$ cat config.mk
export PLATFORM = sky130hd
export DESIGN_NAME = program_counter_sequencer
export DESIGN_NICKNAME = d
export VERILOG_FILES = /design/src/unused_placeholder_none.v /design/src/phase_generator.v /design/src/program_counter_sequencer.v
export VERILOG_INCLUDE_DIRS = /design/src
export SDC_FILE = /design/constraint.sdc
export NUM_CORES = 1
export LEC_CHECK = 0
export ABC_CLOCK_PERIOD_IN_PS = 2300
export CAP_MARGIN = 20
export CORE_MARGIN = 2
export CORE_UTILIZATION = 55
export CTS_CLUSTER_SIZE = 40
export DETAILED_ROUTE_END_ITERATION = 8
export DONT_BUFFER_PORTS = 1
export MAX_ROUTING_LAYER = met4
export PLACE_DENSITY_LB_ADDON = 0.12
export SYNTH_ARGS = -nofsm -noshare
export SYNTH_HDL_FRONTEND = slang
export SYNTH_HIERARCHICAL = 1
export SYNTH_SLANG_ARGS = --single-unit
$ cat constraint.sdc
create_clock -name i_sys_clk -period 2.3 [get_ports i_sys_clk]
set_input_delay 0.46 -clock i_sys_clk [delete_from_list [all_inputs] [get_ports i_sys_clk]]
set_output_delay 0.46 -clock i_sys_clk [all_outputs]
set_load 0.05 [all_outputs]
$ cat src/pc_seq_consts.vh
`ifndef PC_SEQ_CONSTS_VH
`define PC_SEQ_CONSTS_VH

// Register offsets on the plain register port
`define OFS_PC_LOW_BYTE      4'h0
`define OFS_PC_SNAPSHOT_LOW  4'h1
`define OFS_PC_SNAPSHOT_HIGH 4'h2
`define OFS_SEQ_CONTROL      4'h3
`define OFS_SEQ_STATUS       4'h4

// Control register field positions
`define CTRL_BANK_BIT        0
`define CTRL_SLOW_OSC_BIT    1

// Reset values
`define RST_PC_LOW13         13'h0000
`define RST_BANK             1'b0
`define RST_BYTE             8'h00
`define RST_WORD             16'h0000
`define RST_ADDR14           14'h0000
`define RST_HOLD6            6'h00

// Phase indices inside one instruction cycle
`define PH_T1                0
`define PH_T2                1
`define PH_T3                2
`define PH_T4                3
`define PHASE_RESET          4'h1

// Slow oscillator stand-in: one phase tick every SLOW_DIV system clocks
`define SLOW_DIV             8'h08
`define FAST_DIV             8'h01

`endif

$ cat src/unused_placeholder_none.v
`default_nettype none
`default_nettype wire
$ cat src/phase_generator.v
`default_nettype none

// Splits the selected oscillator rate into four non-overlapping phases.
module phase_generator (
  input  wire       i_sys_clk,      // System clock
  input  wire       i_reset,        // Synchronous reset, active high
  input  wire       i_slow_select,  // High selects the slow oscillator rate
  output wire [3:0] o_phase,        // One-hot phase level
  output wire [3:0] o_phase_en      // One-cycle pulse on entry of each phase
);
`include "pc_seq_consts.vh"

  reg  [7:0] div_cnt_ff;    // Tick divider
  reg  [7:0] nxt_div_cnt;
  reg  [7:0] div_lim_ff;    // Divider limit, changed only at cycle wrap
  reg  [3:0] phase_ff;      // One-hot phase
  reg        entry_ff;      // Pulse marks phase entry
  wire       tick;          // Phase advance enable
  wire [7:0] sel_lim;       // Limit asked for by the select input

  assign sel_lim = i_slow_select ? `SLOW_DIV : `FAST_DIV;
  assign tick    = (div_cnt_ff == div_lim_ff - 8'h01);

  // Divider count for the oscillator rate
  always @*
  begin
    nxt_div_cnt = tick ? 8'h00 : div_cnt_ff + 8'h01;
  end

  // Phase rotation; rate switch waits for the T4 to T1 wrap so no phase is cut short
  always @(posedge i_sys_clk)
  begin
    if (i_reset)
    begin
      div_cnt_ff <= 8'h00;
      div_lim_ff <= `FAST_DIV;
      phase_ff   <= `PHASE_RESET;
      entry_ff   <= 1'b1;
    end
    else
    begin
      div_cnt_ff <= nxt_div_cnt;
      entry_ff   <= tick;
      if (tick)
      begin
        phase_ff <= {phase_ff[2:0], phase_ff[3]}; // (RULE1)
        if (phase_ff[`PH_T4])
        begin
          div_lim_ff <= sel_lim; // (RULE14)
          div_cnt_ff <= 8'h00;
        end
      end
    end
  end

  assign o_phase    = phase_ff;
  assign o_phase_en = entry_ff ? phase_ff : 4'h0;

endmodule

`default_nettype wire

$ cat src/program_counter_sequencer.v
// Added by the designer: strobed register access and the register offsets.
`default_nettype none

// Summary of operation
// (RULE1) Four non-overlapping phases form one cycle
// (RULE2) Increment counter at T1, fetch during T1
// (RULE3) Fetch next while current one executes
// (RULE4) Standard one cycle, extended two cycles
// (RULE5) Jump or call costs two cycles
// (RULE6) Counter advances by one per instruction
// (RULE7) Upper address is bank bit plus bits 12-8
// (RULE8) Only low counter byte is register-visible
// (RULE9) Jumps, calls, interrupts, reset load the counter
// (RULE10) Taken skip discards prefetch, runs dummy cycle
// (RULE11) Low byte write jumps in page, dummy
// (RULE12) Snapshot low read latches high byte
// (RULE13) Software reads snapshot low before high
// (RULE14) Phase clock from fast or slow oscillator
// (RULE15) Snapshot high shows bits 13-8, top zero
// (RULE16) Snapshot buffer holds until next low read
module program_counter_sequencer (
  input  wire        i_sys_clk,        // System clock, 40 MHz
  input  wire        i_reset,          // Synchronous reset, active high
  input  wire [15:0] i_fetch_data,     // Program memory word for o_fetch_addr
  input  wire        i_branch_req,     // Decoder: jump or call taken, sampled at T4
  input  wire [12:0] i_branch_target,  // Decoder: branch target within bank
  input  wire        i_skip_taken,     // Decoder: skip condition met, sampled at T4
  input  wire        i_extended,       // Decoder: current word opens an extended one
  input  wire        i_irq_req,        // Interrupt request level
  input  wire [12:0] i_irq_vector,     // Interrupt entry address
  input  wire [3:0]  i_addr,           // Register address
  input  wire [7:0]  i_wdata,          // Register write data
  input  wire        i_wr,             // Register write strobe
  input  wire        i_rd,             // Register read strobe
  output wire [7:0]  o_rdata,          // Register read data, cycle after i_rd
  output wire [13:0] o_fetch_addr,     // Program memory address
  output wire        o_fetch_strobe,   // One-cycle pulse in the clock after T1 entry
  output wire [15:0] o_instr,          // Word under execution
  output wire        o_instr_valid,    // Low in a dummy cycle
  output wire        o_operand_cycle,  // Second cycle of an extended word
  output wire [13:0] o_exec_addr,      // Address of the word under execution
  output wire        o_irq_ack,        // One-cycle pulse when an interrupt is taken
  output wire [3:0]  o_phase           // One-hot phase, T1 in bit 0
);
`include "pc_seq_consts.vh"

  // Address hit test shared by the write and read decoders
  function hit;
    input [3:0] addr;
    input [3:0] ofs;
    begin
      hit = (addr == ofs);
    end
  endfunction

  wire [3:0]  phase;              // Phase level
  wire [3:0]  phase_en;           // Phase entry pulses
  wire        t1_go;              // Entry of T1
  wire        t2_go;              // Entry of T2
  wire        t4_go;              // Entry of T4

  reg  [12:0] pc_ff;              // Next fetch address within the bank
  reg  [12:0] nxt_pc;
  reg         pc_bank_ff;         // Bank bit applied to fetches
  reg         nxt_pc_bank;
  reg  [13:0] fetch_addr_ff;      // Address presented to program memory
  reg         fetch_strobe_ff;    // Fetch pulse
  reg  [15:0] fetched_ff;         // Word caught at T2 entry
  reg  [15:0] instr_ff;           // Word under execution
  reg         instr_valid_ff;     // Executing word is real
  reg         operand_ff;         // Executing word is an operand word
  reg  [13:0] exec_addr_ff;       // Address of the executing word
  reg         discard_ff;         // Drop the word fetched this cycle
  reg         nxt_discard;
  reg         ext_pend_ff;        // Next word is an operand word
  reg         nxt_ext_pend;
  reg         irq_ack_ff;         // Interrupt taken pulse
  reg         nxt_irq_ack;
  reg         pcl_pend_ff;        // Software low-byte write waiting for T4
  reg  [7:0]  pcl_data_ff;        // Value of that write
  reg         bank_sel_ff;        // Software bank select bit
  reg         slow_osc_ff;        // Software oscillator select
  reg  [5:0]  hold_ff;            // Snapshot high holding buffer
  reg  [7:0]  rdata_ff;           // Read data
  reg  [7:0]  nxt_rdata;
  reg         last_dummy_ff;      // A dummy cycle has run since last status read

  wire        wr_pcl;             // Write to the low byte
  wire        wr_ctrl;            // Write to the control register
  wire        rd_snap_lo;         // Read of the snapshot low register
  wire        can_act;            // Executing word may steer the counter
  wire        pcl_take;           // Low-byte write consumed at this T4; a branch at the same T4 wins

  assign t1_go = phase_en[`PH_T1];
  assign t2_go = phase_en[`PH_T2];
  assign t4_go = phase_en[`PH_T4];

  // Phase source; the rate follows the oscillator select bit
  phase_generator u_phase (
    .i_sys_clk     (i_sys_clk),
    .i_reset       (i_reset),
    .i_slow_select (slow_osc_ff),
    .o_phase       (phase),
    .o_phase_en    (phase_en)
  );

  // Register strobes decoded once
  assign wr_pcl     = i_wr & hit(i_addr, `OFS_PC_LOW_BYTE);
  assign wr_ctrl    = i_wr & hit(i_addr, `OFS_SEQ_CONTROL);
  assign rd_snap_lo = i_rd & hit(i_addr, `OFS_PC_SNAPSHOT_LOW);

  // Dummy cycles and the operand word of an extended pair never act on decoder requests; a pending low-byte write still redirects the counter
  assign can_act  = instr_valid_ff & ~operand_ff;
  assign pcl_take = t4_go & pcl_pend_ff;

  // Counter steering decided at T4, applied to the fetch that starts at T1
  always @*
  begin
    nxt_pc       = pc_ff;
    nxt_pc_bank  = pc_bank_ff;
    nxt_discard  = discard_ff;
    nxt_ext_pend = ext_pend_ff;
    nxt_irq_ack  = 1'b0;
    if (t1_go)
    begin
      nxt_pc      = pc_ff + 13'h0001; // (RULE2) (RULE6)
      nxt_discard = 1'b0;
    end
    else if (t4_go)
    begin
      nxt_ext_pend = 1'b0;
      if (can_act & i_branch_req)
      begin
        // Jump or call: target loaded, prefetched word dropped
        nxt_pc      = i_branch_target; // (RULE9)
        nxt_pc_bank = bank_sel_ff; // (RULE7)
        nxt_discard = 1'b1; // (RULE5)
      end
      else if (pcl_take)
      begin
        // Low-byte write keeps the page of the executing word
        nxt_pc      = {exec_addr_ff[12:8], pcl_data_ff}; // (RULE11)
        nxt_discard = 1'b1; // (RULE11)
      end
      else if (can_act & i_skip_taken)
      begin
        // Counter already moved past the skipped word
        nxt_discard = 1'b1; // (RULE10)
      end
      else if (can_act & i_extended)
      begin
        // Prefetched word is the operand, so the pair takes two cycles
        nxt_ext_pend = 1'b1; // (RULE4)
      end
      else if (can_act & i_irq_req)
      begin
        // Interrupts enter in bank zero and drop the prefetch like a call
        nxt_pc      = i_irq_vector; // (RULE9)
        nxt_pc_bank = `RST_BANK;
        nxt_discard = 1'b1;
        nxt_irq_ack = 1'b1;
      end
    end
  end

  // Counter, fetch and execute pipeline
  always @(posedge i_sys_clk)
  begin
    if (i_reset)
    begin
      pc_ff           <= `RST_PC_LOW13; // (RULE9)
      pc_bank_ff      <= `RST_BANK;
      fetch_addr_ff   <= `RST_ADDR14;
      fetch_strobe_ff <= 1'b0;
      fetched_ff      <= `RST_WORD;
      instr_ff        <= `RST_WORD;
      instr_valid_ff  <= 1'b0;
      operand_ff      <= 1'b0;
      exec_addr_ff    <= `RST_ADDR14;
      discard_ff      <= 1'b1;
      ext_pend_ff     <= 1'b0;
      irq_ack_ff      <= 1'b0;
    end
    else
    begin
      pc_ff           <= nxt_pc;
      pc_bank_ff      <= nxt_pc_bank;
      discard_ff      <= nxt_discard;
      ext_pend_ff     <= nxt_ext_pend;
      irq_ack_ff      <= nxt_irq_ack;
      fetch_strobe_ff <= t1_go;
      if (t1_go)
      begin
        // New fetch starts while the last fetched word moves to execute
        fetch_addr_ff  <= {pc_bank_ff, pc_ff}; // (RULE7)
        instr_ff       <= fetched_ff; // (RULE3)
        exec_addr_ff   <= fetch_addr_ff;
        instr_valid_ff <= ~discard_ff; // (RULE10)
        operand_ff     <= ext_pend_ff & ~discard_ff; // (RULE4)
      end
      if (t2_go)
      begin
        // Memory has had from one clock after T1 entry to the first clock of T2 to answer
        fetched_ff <= i_fetch_data; // (RULE2)
      end
    end
  end

  // Software-facing state: low-byte write, control, snapshot buffer
  always @(posedge i_sys_clk)
  begin
    if (i_reset)
    begin
      pcl_pend_ff   <= 1'b0;
      pcl_data_ff   <= `RST_BYTE;
      bank_sel_ff   <= `RST_BANK;
      slow_osc_ff   <= 1'b0;
      hold_ff       <= `RST_HOLD6; // (RULE16)
      last_dummy_ff <= 1'b0;
    end
    else
    begin
      // A new write in the consuming cycle stays pending
      pcl_pend_ff <= wr_pcl | (pcl_pend_ff & ~pcl_take); // (RULE11)
      if (wr_pcl)
      begin
        pcl_data_ff <= i_wdata;
      end
      if (wr_ctrl)
      begin
        bank_sel_ff <= i_wdata[`CTRL_BANK_BIT]; // (RULE7)
        slow_osc_ff <= i_wdata[`CTRL_SLOW_OSC_BIT]; // (RULE14)
      end
      if (rd_snap_lo)
      begin
        // Only a low read refreshes the buffer, so a high read sees a matched pair
        hold_ff <= exec_addr_ff[13:8]; // (RULE12)
      end
      // Dummy flag: a new dummy cycle wins over the clearing status read
      if (t1_go & discard_ff)
      begin
        last_dummy_ff <= 1'b1;
      end
      else if (i_rd & hit(i_addr, `OFS_SEQ_STATUS))
      begin
        last_dummy_ff <= 1'b0;
      end
    end
  end

  // Read multiplexer; the upper counter bits have no address of their own
  always @*
  begin
    nxt_rdata = `RST_BYTE;
    if (hit(i_addr, `OFS_PC_LOW_BYTE))
    begin
      nxt_rdata = pc_ff[7:0]; // (RULE8)
    end
    else if (hit(i_addr, `OFS_PC_SNAPSHOT_LOW))
    begin
      nxt_rdata = exec_addr_ff[7:0]; // (RULE12)
    end
    else if (hit(i_addr, `OFS_PC_SNAPSHOT_HIGH))
    begin
      // Value pairs with the preceding low read
      nxt_rdata = {2'b00, hold_ff}; // (RULE15) (RULE13)
    end
    else if (hit(i_addr, `OFS_SEQ_CONTROL))
    begin
      nxt_rdata = {6'h00, slow_osc_ff, bank_sel_ff};
    end
    else if (hit(i_addr, `OFS_SEQ_STATUS))
    begin
      nxt_rdata = {last_dummy_ff, operand_ff, instr_valid_ff, pcl_pend_ff, phase};
    end
  end

  // Read data stands for the single cycle after the strobe
  always @(posedge i_sys_clk)
  begin
    if (i_reset)
    begin
      rdata_ff <= `RST_BYTE;
    end
    else if (i_rd)
    begin
      rdata_ff <= nxt_rdata;
    end
    else
    begin
      rdata_ff <= `RST_BYTE;
    end
  end

  assign o_rdata         = rdata_ff;
  assign o_fetch_addr    = fetch_addr_ff;
  assign o_fetch_strobe  = fetch_strobe_ff;
  assign o_instr         = instr_ff;
  assign o_instr_valid   = instr_valid_ff;
  assign o_operand_cycle = operand_ff;
  assign o_exec_addr     = exec_addr_ff;
  assign o_irq_ack       = irq_ack_ff;
  assign o_phase         = phase;

endmodule

`default_nettype wire

==> results of run 1 <==
## final cells by class
type	instances	area (µm²)	area share
clock buffers	18	428	0.0703
clock inverters	14	184	0.0302
inverters	13	48.8	0.00802
multi-input cells	411	2680	0.441
flip-flops and latches	121	2420	0.398
well taps	129	161	0.0265
repair buffers	19	155	0.0255
## flip-flops by register name, summed over array words and instances (netlist names), 2 cells and up
name / count
fetched_ff: 16
hold_ff: 6
o_exec_addr: 14
o_fetch_addr: 14
o_instr: 16
o_rdata: 8
pc_ff: 13
pcl_data_ff: 8
u_phase/div_cnt_ff: 8
u_phase/div_lim_ff: 2
u_phase/o_phase: 4
## worst max path at each step
| stage | startpoint | end | slack (ns) |
|---|---|---|---|
| after CTS | u_phase/div_lim_ff[0] | u_phase/o_phase[1] | 0.41 |
| final | u_phase/div_lim_ff[0] | u_phase/o_phase[1] | 0.42 |
| after detailed placement | u_phase/div_lim_ff[0] | u_phase/div_cnt_ff[5] | 0.43 |
| after floorplan | u_phase/o_phase[3] | pc_ff[8] | 0.31 |
| after global routing | u_phase/div_lim_ff[0] | u_phase/div_cnt_ff[4] | 0.29 |
| after global placement | u_phase/div_lim_ff[0] | u_phase/div_cnt_ff[4] | 0.47 |
## critical path: cells and delay by family (launching register included)
family / cells / cell delay [ns]
simple gates: 2 / 0.70
compound gates: 1 / 0.27
flops: 1 / 0.38
mux: 1 / 0.20
buf+inv: 1 / 0.06
fa+ha+maj: 1 / 0.21
## layer usage
metal / up-vias / global-route usage / share of wire
li1: 2047 / - / -
met5: - / - / 0
met4: 0 / 0.0862 / 0.018
met1: 1989 / 0.307 / 0.42
met3: 21 / 0.0951 / 0.074
met2: 135 / 0.405 / 0.49
## stage by stage
step / setup slack (ns) / total power, W / util / hold slack [ns]
final: 0.415 / 0.00532 / 0.652 / 0.0485
after global routing: 0.287 / 0.00549 / 0.652 / 0.00469
after floorplan: 0.310 / 0.00260 / - / 0.432
after CTS: 0.409 / 0.00535 / 0.652 / 0.00788
after global placement: 0.474 / 0.00263 / 0.587 / 0.439
after detailed placement: 0.430 / 0.00263 / 0.587 / 0.445
## power by group through the flow
stage	clock, W	combinational (W)	sequential, W
after floorplan	0	0.000264	0.00233
final	0.00273	0.000310	0.00228
after CTS	0.00276	0.000309	0.00228
after global placement	0	0.000300	0.00233
after detailed placement	0	0.000306	0.00233
after global routing	0.00286	0.000335	0.00229
==> results_dict.tcl, run 1 <==
set metrics [dict create \
    drive_gt1_frac 0.104 \
    design_area_um2 6080 \
    drt-vias-per-instance 5.78 \
    worstSetupPathType "flop to flop" \
    drtAntennaViolNets 0 \
    fin_crit_sh 0.820 \
    nets 648 \
    io_buffers 0 \
    final_common_cell "dfxtp_1" \
    fillers 774 \
    antenna_found_initial 0 \
    grtUsageTotal 0.258 \
    clkPwrFrac 0.513 \
    synth.avg_cell_area_um2 9.14 \
    io_pins 122 \
    num_antenna_cells 0 \
    drc 0 \
    fin_tns_setup_ns 0 \
    worst-path-max-fanout 4 \
    die_area_um2 10500 \
    max_stage_delay_ns 0.53 \
    ir_worst_vdd_mv 0.707 \
    p_int_w 0.00400 \
    wl_mm 13.1 \
    dr_total_vias 4192 \
    max_cap_viol_count 0 \
    power_density_nw_per_um2 875 \
    r2r_cells 6 \
    clock-root-buffer "clkbuf_8" \
    detail_route.first_pass.iterations 5 \
    cp-end-kind "flop" \
    worstHoldEndpoint "o_exec_addr[13]" \
    status "completed" \
    hp-class "input pin to flop" \
    final_cell_mix "121 x dfxtp_1, 105 x nor2_1, 80 x mux2i_1" \
    worstPathRequired_ns 2.74 \
    slowest_stage "or4_4" \
    p_sw_frac 0.248 \
    clock_skew_ns 0.00711 \
    cts_setup_buffers 0 \
    tightest_slew_ns 0.736 \
    fmaxAchievable_ghz 0.531 \
    place.gp.congestion 0.799 \
    overflow 0 \
    drt_iter0_drc 264 \
    dpl.cell_count 693 \
    path_cells "inv_1 -> ha_1 -> or4_4 -> o22a_2 -> nor2_4 -> mux2i_1" \
    grt_pass1_vias 3920 \
    cts_resized 0 \
    setup_viol 0 \
    dpl_cell_area_um2 5470 \
    hold_depth 1 \
    cts_tree "built" \
    clock-sinks 121 \
    dp_hpwl_mm 8.85 \
    reg2reg_slack_ns 0.42 \
    slew_headroom 0.508 \
    die_height_um 102 \
    wl_per_cell_um 18.0 \
    finalNonFillerCells 725 \
    syn_nets 647 \
    max-clock-path-buffers 2 \
    fp.dieW_um 102 \
    core_um2 9330 \
    worstPathArrival_ns 2.32 \
    grt_start_max_net_pins 109 \
    p_comb_frac 0.058 \
    initial_core_util 0.570 \
    clk_latency_ns 0.52 \
    syn_inst 582 \
    yosysWarningCount 6 \
    grt_pass1_wl_mm 20.1 \
    min_from "i_reset" \
    numCtsBuffers 17 \
    timing.final.max_slew_violations 0 \
    cts.reportedPaths.clkPinSlew_ns 0.06 \
    seq_power_share 0.429 \
    timing.rr.start "u_phase/div_lim_ff[0]" \
    period_minus_slack_ns 1.88 \
    reg2reg_to "u_phase/o_phase[1]" \
    synth_area_um2 5320 \
    ctsHoldBuffers 0 \
    area_growth_pct 14.3 \
    htree_levels 4 \
    rsz0062_at_grt "no" \
    leakagePower_nw 2.41 \
    hold_violations 0 \
    row_count 35 \
    cp-start-kind "flop" \
    p_sw_w 0.00132 \
]
Power figures use the tool's default switching activity.
==> inputs of run 2 (changes only) <==
- ABC_CLOCK_PERIOD_IN_PS: 2300 -> 1700
- clock period: 2.3 -> 1.7 ns (I/O delays scaled with it)
==> run 2 against run 1 <==
- the run now ends with negative hold slack left
- via count grew 5.7%
- non-clock buffer count increased by 46
- cell count up 6.5%
- first-iteration DRC count is 9.8% higher
- worst hold slack worse by 0.13 ns
- critical path depth decreased by 1
- largest cell class unchanged
- highest routed layer unchanged
==> results_dict.tcl, run 2 (synthesis results as in run 1) <==
set metrics [dict create \
    grt_pass1_wl_mm 21.5 \
    total_power_w 0.00728 \
    clock-sinks 121 \
    die_area_um2 10500 \
    row_count 35 \
    clk_latency_ns 0.52 \
    htree_levels 4 \
    core_um2 9330 \
    slew_headroom 0.586 \
    nets 695 \
    drt-vias-per-instance 5.74 \
    ir_worst_vdd_mv 1.15 \
    drtAntennaViolNets 0 \
    violations "negative hold slack" \
    wl_per_cell_um 17.6 \
    wl_mm 13.6 \
    antenna_found_initial 0 \
    worstPathArrival_ns 2.11 \
    drt_iter0_drc 290 \
    hp-class "input pin to flop" \
    multi_input_area_um2 2730 \
    final_cell_mix "114 x dfxtp_1, 103 x nor2_1, 80 x mux2i_1" \
    initial_core_util 0.570 \
    worstSetupPathType "flop to flop" \
    area_growth_pct 23.8 \
    cts.reportedPaths.clkPinSlew_ns 0.06 \
    max-clock-path-buffers 2 \
    fin_crit_sh 0.971 \
    fillers 746 \
    layout.area.seq_um2 2430 \
    hold_ws_ns -0.0855 \
    die_height_um 102 \
    drc 0 \
    fp.dieW_um 102 \
    period_minus_slack_ns 1.65 \
    fmaxAchievable_ghz 0.606 \
    final_common_cell "dfxtp_1" \
    fin_tns_setup_ns 0 \
    rsz0062_at_grt "yes" \
    worst-path-max-fanout 50 \
    grt_pass1_vias 4321 \
    tightest_slew_ns 0.621 \
    io_buffers 0 \
    status "complete, but fails checks" \
    leakagePower_nw 2.71 \
    dp_hpwl_mm 9.19 \
    cts_tree "built" \
    overflow 0 \
    ctsHoldBuffers 23 \
    clock_skew_ns 0.00783 \
    drive_gt1_frac 0.152 \
    grt_start_max_net_pins 110 \
    hold_violations 71 \
    grtUsageTotal 0.277 \
    worstPathRequired_ns 2.16 \
    power_density_nw_per_um2 1100 \
    detail_route.first_pass.iterations 5 \
    numCtsBuffers 17 \
    num_antenna_cells 0 \
    max_cap_viol_count 0 \
    dr_total_vias 4433 \
    setup_viol 0 \
    place.gp.congestion 0.877 \
    io_pins 122 \
    cp-start-kind "flop" \
    clock-root-buffer "clkbuf_8" \
    cp-end-kind "flop" \
    timing.final.max_slew_violations 0 \
]
-- run 2: changes by cell type in the layout (fill, tap and decap cells not counted), moves of 3 or more --
cell           delta
dlygate4sd3_1    +22
buf_4            +19
dfxtp_1           -7
dfxtp_2           +6
inv_6             -3
-- run 2: timing repair --
| action | in CTS | in global routing |
|---|---|---|
| pin swaps | 4 | 4 |
| setup endpoints to repair | 14 | 28 |
| buffers inserted | 0 | 3 |
| gates cloned | 1 | 0 |
| gates resized for setup | 1 | 13 |
| hold endpoints to repair | 103 | 80 |
-- run 2: cell type report --
| type | count | area share |
|---|---|---|
| Clock buffer | 19 | 0.0640 |
| Clock inverter | 13 | 0.0294 |
| Inverter | 13 | 0.00797 |
| Multi-Input combinational cell | 412 | 0.414 |
| Sequential cell | 121 | 0.369 |
| Tap cell | 129 | 0.0245 |
| Timing Repair Buffer | 65 | 0.0911 |
-- run 2: critical path, cell delays in order, from the launching register on --
cell	delay, ns
dfxtp_2	0.33
and2_4	0.19
buf_16	0.27
nand3_2	0.09
a21oi_1	0.15
dlygate4sd3_1	0.56
-- run 2: worst paths after layout --
path | startpoint | to | slack (ns) | depth (start not counted)
max | u_phase/entry_ff | o_operand_cycle | 0.05 | 5
min | i_reset | ext_pend_ff | -0.09 | 1
max reg2reg | u_phase/entry_ff | o_operand_cycle | 0.05 | 5
min reg2reg | pc_bank_ff | pc_bank_ff | 0.46 | 2
-- run 2: routing by layer --
layer  up-vias  wire length [µm]  GRT usage
met3        19              1090      0.107
li1       2149                 -          -
met2       139              6770      0.455
met4         0               231     0.0913
met5         -                 0          -
met1      2126              5480      0.309
-- run 2: report_power, final --
part           switching, W  internal, W  total, W  leakage, nW
Sequential         0.000148      0.00292   0.00307        0.983
Combinational      0.000265     0.000224  0.000490         1.43
Clock               0.00133      0.00240   0.00372        0.297
Total               0.00174      0.00554   0.00728         2.71
-- run 2: through the flow --
step	worst slack (ns)	util	area, µm²	std cells	hold WS, ns
after global routing	-0.0282	0.707	6590	772	-0.0887
after floorplan	-0.0120	-	5340	582	0.432
after detailed placement	-0.0734	0.606	5650	713	0.418
after global placement	-0.0165	0.606	5650	713	0.419
after CTS	0.00606	0.698	6510	769	-0.124
final	0.0493	0.707	6590	772	-0.0855
==> inputs of run 3 (changes only) <==
- CELL_PAD_IN_SITES_DETAIL_PLACEMENT: unset -> 0
- CELL_PAD_IN_SITES_GLOBAL_PLACEMENT: unset -> 1
- CORE_UTILIZATION: 55 -> 44
- CTS_BUF_LIST: unset -> sky130_fd_sc_hd__clkbuf_2
==> run 3 against run 2 <==
- the run now ends clean
- via count grew 4.9%
- non-clock buffer count grew 59
- sequential power is essentially flat
- count of clock-buffer cells in the layout shrank 2
- setup slack lost 0.020 ns
- core utilization shrank 12 points
==> results_dict.tcl, run 3 (synthesis results as in run 1) <==
set metrics [dict create \
    wl_mm 15.4 \
    slew_headroom 0.655 \
    r2r_cells 6 \
    hold_ws_ns 0.0823 \
    fillers 1059 \
    cp-end-kind "flop" \
    worstPathRequired_ns 2.31 \
    final_common_cell "nor2_1" \
    cp-start-kind "flop" \
    fin_util 0.584 \
    grt_pass1_wl_mm 24.0 \
    grt_start_max_net_pins 92 \
    layout_setup_ws_ns 0.0296 \
    initial_core_util 0.447 \
    status "completed" \
    final_cell_mix "105 x nor2_1, 80 x mux2i_1, 74 x dlygate4sd3_1" \
    max_cap_viol_count 0 \
    hp-class "input pin to flop" \
    grtUsageTotal 0.249 \
    min_from "i_addr[0]" \
    cts.reportedPaths.clkPinSlew_ns 0.19 \
    slowest_stage "or4_4" \
    tightest_slew_ns 0.515 \
    design_area_um2 6960 \
    timing.rr.start "u_phase/div_lim_ff[0]" \
    worstSetupPathType "flop to flop" \
    fmaxAchievable_ghz 0.599 \
    hold_violations 0 \
    dpl.cell_count 737 \
    crit_family "simple AND/OR/NAND/NOR gates" \
    crit_start "u_phase/div_lim_ff[0]" \
    drc 0 \
    post-place-ws_ns -0.109 \
    drt_iter0_drc 401 \
    io_buffers 0 \
    rsz0062_at_grt "yes" \
    drtAntennaViolNets 0 \
    row_count 40 \
    path_cells "inv_2 -> ha_4 -> or4_4 -> o22a_4 -> nor2_4 -> mux2i_1" \
    power_density_nw_per_um2 819 \
    drive_gt1_frac 0.218 \
    max-clock-path-buffers 2 \
    period_minus_slack_ns 1.67 \
    antenna_found_initial 0 \
    die_area_um2 13000 \
    io_pins 122 \
    nets 753 \
    core_um2 11900 \
    fin_crit_sh 0.983 \
    reg2reg_slack_ns 0.03 \
    wl_per_cell_um 18.2 \
    detail_route.first_pass.iterations 5 \
    dp_hpwl_mm 10.1 \
    grt_pass1_vias 4545 \
    dr_total_vias 4649 \
    leakagePower_nw 2.84 \
    setup_viol 0 \
    cp_num_cells 6 \
    drt-vias-per-instance 5.48 \
    critPathCapture "u_phase/o_phase[1]" \
    htree_levels 4 \
    max_stage_delay_ns 0.42 \
    clk_latency_ns 0.69 \
    ir_worst_vdd_mv 0.541 \
    area_growth_pct 30.8 \
    cts_tree "built" \
    finalNonFillerCells 848 \
    overflow 0 \
    worstPathArrival_ns 2.28 \
    clock-sinks 121 \
    reg2reg_to "u_phase/o_phase[1]" \
    timing.final.max_slew_violations 0 \
    crit_buf_inv 1 \
    numCtsBuffers 17 \
    worst-path-max-fanout 3 \
    clock-root-buffer "clkbuf_2" \
    dpl_cell_area_um2 5720 \
    clock_skew_ns 0.0231 \
    fp.dieW_um 114 \
    num_antenna_cells 0 \
    place.gp.congestion 0.906 \
    die_height_um 114 \
]
[run 3: tightest hold or removal path, delay by kind of cell]
kind	cells	cell delay [ns]
AND/OR/NAND/NOR	2	0.17
AO/OA/AOI/OAI	2	0.23
[run 3: how the worst min path moves through the flow]
stage / end / slack (ns) / depth (start not counted)
6_report: o_rdata[7] / 0.08 / 4
4_1_cts: o_rdata[2] / 0.006 / 3
3_5_place_dp: o_operand_cycle / 0.42 / 1
3_3_place_gp: o_operand_cycle / 0.42 / 1
2_1_floorplan: pc_bank_ff / 0.43 / 2
5_1_grt: o_rdata[5] / 0.01 / 4
[run 3: per-stage QoR]
stage	total power, W	TNS (ns)
after floorplan	0.00351	-0.0120
after global placement	0.00359	-0.279
after detailed placement	0.00360	-0.823
after CTS	0.00573	-0.0521
after global routing	0.00596	-0.0932
final	0.00570	0
[run 3: layer usage]
metal  part of all wire  vias up  global-route usage
li1                   -     2265                   -
met1               0.42     2241               0.292
met2               0.50      124               0.409
met3              0.065       19              0.0829
met4              0.015        0              0.0715
met5                  0        -                   -
[run 3: power by group]
group / internal (W) / switching (W) / total (W)
sequential: 0.00292 / 0.000157 / 0.00308
clock: 0.000824 / 0.00114 / 0.00196
combinational: 0.000322 / 0.000334 / 0.000656
[run 3: layout make-up]
cell class,count,area [µm²],share of cell area
clock inverter,15,171,0.0246
sequential,121,2500,0.360
tap,147,184,0.0264
inverter,13,52.6,0.00755
multi-input combinational,411,2720,0.391
clock buffer,17,85.1,0.0122
timing repair buffer,124,1240,0.179
[run 3: repair_timing]
| action | 4_1_cts | 5_1_grt |
|---|---|---|
| setup endpoints to repair | 62 | 38 |
| endpoints found under the hold margin | 121 | 0 |
| cloned | 0 | 0 |
| buffers inserted | 0 | 4 |
| gates resized for setup | 55 | 31 |
| hold buffers | 75 | 0 |
| pin swaps | 4 | 4 |
